`src/cpu_ops_defs.vh`:
```
`ifndef CPU_OPS_DEFS_VH
`define CPU_OPS_DEFS_VH

`define INSTR_W 14
`define PC_W 15
`define PC_RESET 15'h0000
`define W_RESET 8'h00
`define ZERO_RESET 1'b0
`define PC_STEP 15'h0001
`define PC_SKIP_STEP 15'h0002

// Opcode matching
`define OP_CALL_WORKING 14'h000A
`define OPMASK_FILE 14'h3F00
`define OP_COMPLEMENT 14'h0900
`define OP_DECREMENT 14'h0300
`define OP_DECREMENT_SKIP 14'h0B00
`define OPMASK_CLR 14'h3F80
`define OP_CLEAR_FILE 14'h0180
`define OP_CLEAR_WORKING 14'h0100
`define OPMASK_BRANCH 14'h3800
`define OP_BRANCH 14'h2800

// Field positions
`define DEST_BIT 7
`define FADDR_HI 6
`define FADDR_LO 0
`define BIMM_HI 10
`define BIMM_LO 0

`endif

```
`src/file_reg_ram.v`:
```
`timescale 1ns/1ps
module file_reg_ram (
    mclk,
    rd_addr,
    rd_data,
    wr_en,
    wr_addr,
    wr_data
);
    input wire mclk;
    input wire [6:0] rd_addr;
    output wire [7:0] rd_data;
    input wire wr_en;
    input wire [6:0] wr_addr;
    input wire [7:0] wr_data;

    // Contents are undefined after reset, as in the real data memory
    reg [7:0] mem [0:127];

    assign rd_data = mem[rd_addr];

    always @(posedge mclk) begin
        if (wr_en) begin
            mem[wr_addr] <= wr_data;
        end
    end
endmodule

```
`src/cpu_branch_clear_decrement_ops.v`:
```
`timescale 1ns/1ps
`include "cpu_ops_defs.vh"
module cpu_branch_clear_decrement_ops (
    mclk,
    reset_n,
    instr_word,
    instr_valid,
    upper_pc_latch,
    preload_en,
    preload_addr,
    preload_data,
    pc_reg,
    working_reg,
    zero_flag_reg,
    return_stack_top_reg,
    stack_push_reg,
    nop_cycle_reg,
    file_wr_strobe_reg,
    file_wr_addr_reg,
    file_wr_data_reg
);
    input wire mclk;
    input wire reset_n;
    input wire [13:0] instr_word;
    input wire instr_valid;
    input wire [6:0] upper_pc_latch;
    input wire preload_en;
    input wire [6:0] preload_addr;
    input wire [7:0] preload_data;
    output reg [14:0] pc_reg;
    output reg [7:0] working_reg;
    output reg zero_flag_reg;
    output reg [14:0] return_stack_top_reg;
    output reg stack_push_reg;
    output reg nop_cycle_reg;
    output reg file_wr_strobe_reg;
    output reg [6:0] file_wr_addr_reg;
    output reg [7:0] file_wr_data_reg;

    function match;
        input [13:0] word;
        input [13:0] mask;
        input [13:0] code;
        begin
            match = ((word & mask) == code);
        end
    endfunction

    function is_zero;
        input [7:0] value;
        begin
            is_zero = (value == 8'h00);
        end
    endfunction

    wire [6:0] faddr;
    wire [10:0] branch_imm;
    wire dest_file;
    wire [7:0] file_rd_data;
    wire [7:0] comp_value;
    wire [7:0] dec_value;
    wire [14:0] pc_plus_one;
    wire [14:0] pc_plus_two;
    wire execute;

    assign faddr = instr_word[`FADDR_HI:`FADDR_LO];
    assign branch_imm = instr_word[`BIMM_HI:`BIMM_LO];
    assign dest_file = instr_word[`DEST_BIT];
    assign comp_value = ~file_rd_data;
    assign dec_value = file_rd_data - 8'h01;
    assign pc_plus_one = pc_reg + `PC_STEP;
    assign pc_plus_two = pc_reg + `PC_SKIP_STEP;
    // A discarded slot consumes its cycle whether or not a word is offered
    assign execute = instr_valid & ~nop_cycle_reg;

    // One decode line per operation; the masks keep them mutually exclusive
    wire op_call;
    wire op_branch;
    wire op_complement;
    wire op_clear_file;
    wire op_clear_working;
    wire op_decrement;
    wire op_decrement_skip;
    wire skip_taken;

    assign op_call = (instr_word == `OP_CALL_WORKING);
    assign op_branch = match(instr_word, `OPMASK_BRANCH, `OP_BRANCH);
    assign op_complement = match(instr_word, `OPMASK_FILE, `OP_COMPLEMENT);
    assign op_clear_file = match(instr_word, `OPMASK_CLR, `OP_CLEAR_FILE);
    assign op_clear_working = match(instr_word, `OPMASK_CLR, `OP_CLEAR_WORKING);
    assign op_decrement = match(instr_word, `OPMASK_FILE, `OP_DECREMENT);
    assign op_decrement_skip = match(instr_word, `OPMASK_FILE, `OP_DECREMENT_SKIP);
    assign skip_taken = op_decrement_skip & is_zero(dec_value);

    reg core_wr_en;
    reg [7:0] core_wr_data;
    reg [14:0] pc_next;
    reg [7:0] working_next;
    reg zero_flag_next;
    reg [14:0] return_stack_top_next;
    reg stack_push_next;
    reg nop_cycle_next;

    // Preload shares the write port; the core wins if both strike at once
    wire ram_wr_en;
    wire [6:0] ram_wr_addr;
    wire [7:0] ram_wr_data;

    assign ram_wr_en = core_wr_en | preload_en;
    assign ram_wr_addr = core_wr_en ? faddr : preload_addr;
    assign ram_wr_data = core_wr_en ? core_wr_data : preload_data;

    file_reg_ram u_file_reg_ram (
        .mclk(mclk),
        .rd_addr(faddr),
        .rd_data(file_rd_data),
        .wr_en(ram_wr_en),
        .wr_addr(ram_wr_addr),
        .wr_data(ram_wr_data)
    );

    always @* begin
        core_wr_en = 1'b0;
        core_wr_data = 8'h00;
        pc_next = pc_reg;
        working_next = working_reg;
        zero_flag_next = zero_flag_reg;
        return_stack_top_next = return_stack_top_reg;
        stack_push_next = 1'b0;
        nop_cycle_next = 1'b0;
        if (execute) begin
            // Words outside this group act as single-cycle no-ops here
            pc_next = pc_plus_one;
            if (op_call) begin
                // Only the top entry is kept; deeper levels sit outside this block
                return_stack_top_next = pc_plus_one;
                stack_push_next = 1'b1;
                pc_next = {upper_pc_latch, working_reg};
                nop_cycle_next = 1'b1;
            end else if (op_branch) begin
                pc_next = {upper_pc_latch[6:3], branch_imm};
                nop_cycle_next = 1'b1;
            end else if (op_complement) begin
                zero_flag_next = is_zero(comp_value);
                if (dest_file) begin
                    core_wr_en = 1'b1;
                    core_wr_data = comp_value;
                end else begin
                    working_next = comp_value;
                end
            end else if (op_clear_file) begin
                core_wr_en = 1'b1;
                core_wr_data = 8'h00;
                zero_flag_next = 1'b1;
            end else if (op_clear_working) begin
                working_next = 8'h00;
                zero_flag_next = 1'b1;
            end else if (op_decrement) begin
                zero_flag_next = is_zero(dec_value);
                if (dest_file) begin
                    core_wr_en = 1'b1;
                    core_wr_data = dec_value;
                end else begin
                    working_next = dec_value;
                end
            end else if (op_decrement_skip) begin
                // Zero flag left alone on purpose
                if (dest_file) begin
                    core_wr_en = 1'b1;
                    core_wr_data = dec_value;
                end else begin
                    working_next = dec_value;
                end
                if (skip_taken) begin
                    // Step over the prefetched word now, then idle one cycle
                    pc_next = pc_plus_two;
                    nop_cycle_next = 1'b1;
                end
            end
        end
    end

    // Program flow: counter, stack top and the one-cycle pulses
    always @(posedge mclk or negedge reset_n) begin
        if (!reset_n) begin
            pc_reg <= `PC_RESET;
            return_stack_top_reg <= `PC_RESET;
            stack_push_reg <= 1'b0;
            nop_cycle_reg <= 1'b0;
        end else begin
            pc_reg <= pc_next;
            return_stack_top_reg <= return_stack_top_next;
            stack_push_reg <= stack_push_next;
            nop_cycle_reg <= nop_cycle_next;
        end
    end

    always @(posedge mclk or negedge reset_n) begin
        if (!reset_n) begin
            working_reg <= `W_RESET;
        end else begin
            working_reg <= working_next;
        end
    end

    // Kept apart so flag-neutral paths cannot disturb it by accident
    always @(posedge mclk or negedge reset_n) begin
        if (!reset_n) begin
            zero_flag_reg <= `ZERO_RESET;
        end else begin
            zero_flag_reg <= zero_flag_next;
        end
    end

    // Mirrors the shared write port, so preload writes show here as well
    always @(posedge mclk or negedge reset_n) begin
        if (!reset_n) begin
            file_wr_strobe_reg <= 1'b0;
            file_wr_addr_reg <= 7'h00;
            file_wr_data_reg <= 8'h00;
        end else begin
            file_wr_strobe_reg <= ram_wr_en;
            file_wr_addr_reg <= ram_wr_addr;
            file_wr_data_reg <= ram_wr_data;
        end
    end
endmodule

```
`config.mk`:
```
export PLATFORM = sky130hd
export DESIGN_NAME = cpu_branch_clear_decrement_ops
export DESIGN_NICKNAME = d
export VERILOG_FILES = /design/src/file_reg_ram.v /design/src/cpu_branch_clear_decrement_ops.v
export VERILOG_INCLUDE_DIRS = /design/src /design/src/src
export SDC_FILE = /design/constraint.sdc
export NUM_CORES = 1
export LEC_CHECK = 0
export BUFFER_PORTS_ARGS = -buffer_cell sky130_fd_sc_hd__buf_4
export CAP_MARGIN = 20
export CORE_MARGIN = 5
export CORE_UTILIZATION = 25
export DETAILED_ROUTE_END_ITERATION = 8
export RECOVER_POWER = 100
export SYNTH_ARGS = -nofsm -noshare
export SYNTH_HDL_FRONTEND = slang
export SYNTH_SLANG_ARGS = --single-unit
export TNS_END_PERCENT = 30
```
`constraint.sdc`:
```
create_clock -name mclk -period 22 [get_ports mclk]
set_input_delay 4.4 -clock mclk [delete_from_list [all_inputs] [get_ports mclk]]
set_output_delay 4.4 -clock mclk [all_outputs]
set_load 0.005 [all_outputs]
```
==> impl_metrics.tcl <==
set metrics [dict create \
    cts_buffer_depth 3 \
    finalCritPeriodShare 0.7192 \
    synth.distinct_cells 82 \
    setup_viol 0 \
    use_met1 0.1650 \
    ys_seq_area_frac 0.7365 \
    crit_path_end_kind "flop" \
    synth_flop_cell "edfxtp_1" \
    fp.dieArea_um2 183200 \
    maxSlewHeadroom -1.587 \
    ant_nets 0 \
    routabilityCongestion 0.8018 \
    criticalPathCategory "input pin to flop" \
    wl_mm 114.1 \
    cts_tree "yes" \
    min_period_ns 15.82 \
    largest_register_ffs 1024 \
    post_cts_resized 0 \
    hold_buffers 0 \
    arrival_ns 16.19 \
    post_cts_buffers 0 \
    tns_ns 0 \
    rrSetupSlack_ns 15.80 \
    grt_pass1_wl_mm 166.1 \
    failed_checks "capacitance limit, slew limit" \
    tightest_slew_ns 3.880 \
    core-area_um2 173800 \
    powerDensity_nw_per_um2 88.42 \
    clock_skew_ns 0.02779 \
    maxSlewViolCount 559 \
    port-buffer-count 96 \
    hold_viol_final 0 \
    required_ns 22.37 \
    drt_drc_violations_left 0 \
    ir_drop_v 0.00006195 \
    wl_per_cell_um 23.32 \
    viasPerCell 4.734 \
    cts-root-buf "clkbuf_16" \
    drt_iter0_markers 2377 \
    n_antenna_cell 0 \
    grtUsageMet3 0.01979 \
    syn_inst 2347 \
    leakage_nw 15.78 \
    grt_pass1_vias 23059 \
    synth-edff-count 1024 \
    layout.cells.most_common_list "1024 x edfxtp_1, 219 x mux4_2, 171 x nor2_1, 151 x nand2_1, 116 x mux2i_1" \
    nets 2523 \
    worst_setup_path_start_kind "input pin" \
    utilization 0.2896 \
    areaGrowthSynthToFinish_pct 15.23 \
    synth_nets 2392 \
    n_fill_cell 17145 \
    ys_seq_elements 1081 \
    die_w_um 428.0 \
    cts.sink_count 1081 \
    grtUsageTotal 0.1204 \
    syn_area_um2 43690 \
    path_clk_slew_ns 0.06 \
    ys_warn_count 0 \
    htreeDepth 3 \
    grt-busiest-layer "met2" \
    clk_latency_ns 0.68 \
    fmax_mhz 63.20 \
    cap_violations 16 \
    async_reset_ff_frac 0.05273 \
    met2_usage 0.1977 \
    crit_fanout 82 \
    pin_count 97 \
    whs_ns 0.4778 \
    drive_above_1_share 0.2089 \
    antenna_found_initial 2 \
    syn_area_per_cell_um2 18.61 \
    cts_buffers 108 \
    start_util 0.2513 \
    hpwl_mm 70.86 \
    worstHoldPathType "flop to flop" \
    rsz0062_at_grt "false" \
    fp.dieH_um 428.0 \
    outcome "complete, but fails checks" \
    grt_max_degree 130 \
    dr.pass1.iters 5 \
    final_common_cell "edfxtp_1" \
    rows 153 \
    grt_overflow 0 \
    via_count 23171 \
]
-- path summary, 6_finish.rpt --
check                                                from                   endpoint  cells after the start
worst min register to register    return_stack_top_reg[8]    return_stack_top_reg[8]                      2
max in group asynchronous                         reset_n        file_wr_data_reg[4]                      1
worst min-delay path              return_stack_top_reg[8]    return_stack_top_reg[8]                      2
worst max-delay path                        instr_word[1]  u_file_reg_ram.mem[98][2]                     16
worst max register to register  u_file_reg_ram.mem[97][0]  u_file_reg_ram.mem[98][2]                     12
min in group asynchronous                         reset_n   return_stack_top_reg[13]                      1
-- cell type report --
class	instances	area, um^2	area share
multi-input combinational	1113	10600	0.2105
inverter	21	78.83	0.001566
tap	2325	2909	0.05779
clock buffer	139	2995	0.05951
sequential	1081	32180	0.6392
clock inverter	63	530.5	0.01054
timing repair buffer	153	1052	0.02090
-- metrics by stage --
step	total power [mW]	setup slack, ns	cells	instance area [um^2]
after floorplan	2.557	8.815	2347	43690
after global placement	2.673	9.739	4682	46900
after detailed placement	2.677	9.754	4690	46970
after CTS	4.480	10.48	4892	50490
after global routing	4.599	5.178	4895	50340
final	4.451	6.178	4895	50340
-- per-layer routing --
layer	vias up	share of wire
met4	2	0.031
met2	939	0.48
li1	9748	-
met5	-	0.000079
met3	215	0.065
met1	12267	0.42
-- cell families after synthesis --
family                   Yosys count  share of synthesized area
flip-flops                      1081                     0.7365
AND/OR/NAND/NOR                  457                    0.04643
multiplexers                     356                     0.1449
AO/OA/AOI/OAI                    276                    0.04459
buffers and inverters            153                    0.02231
XOR/XNOR                          19                   0.003809
adder cells (fa/ha/maj)            5                   0.001432
-- power breakdown --
part	internal, mW	leakage (nW)	switching, mW
logic	0.122	4.20	0.204
clock network	1.05	1.72	0.767
registers	2.28	9.85	0.0284
total	3.45	15.8	1.00
-- worst max-delay path: stages --
cell	delay, ns
buf_8	0.51
clkbuf_1	2.80
clkbuf_1	2.27
buf_4	0.94
mux4_2	0.41
mux2i_1	0.21
o22ai_1	0.17
nor3_1	0.37
a22o_1	0.26
ha_1	0.36
inv_1	0.12
o21ai_0	0.20
mux2i_1	0.14
o21ai_4	0.74
clkbuf_1	1.26
buf_4	0.71
-- cells in the mapped netlist, drive strengths merged, types with 5 or more instances --
master	instances	area [um^2]
and2	7	43.79
a31oi	6	37.54
dfrtp	57	1426
a21o	7	52.55
mux2	21	236.5
nor3	22	125.1
nand2b	6	37.54
nor2b	16	100.1
a22oi	36	285.3
ha	5	62.56
or3	14	87.58
xor2	8	70.07
nor2	173	654.4
a21oi	45	225.2
nor4	7	43.79
o221ai	6	52.55
buf	87	724.4
o22a	7	61.31
a31o	7	61.31
o21ai	56	284.0
mux4	219	4932
o21a	7	52.55
o22ai	25	156.4
a211oi	13	97.59
a41o	5	50.05
a22o	5	45.04
xnor2	11	96.34
o31ai	6	45.04
mux2i	116	1161
clkbuf	45	171.4
edfxtp	1024	30750
nand4	12	75.07
inv	17	63.81
o211ai	9	67.56
and3	7	43.79
a221oi	11	102.6
nand3	28	140.1
nand2	151	566.8
(Power assumes the default switching activity.)
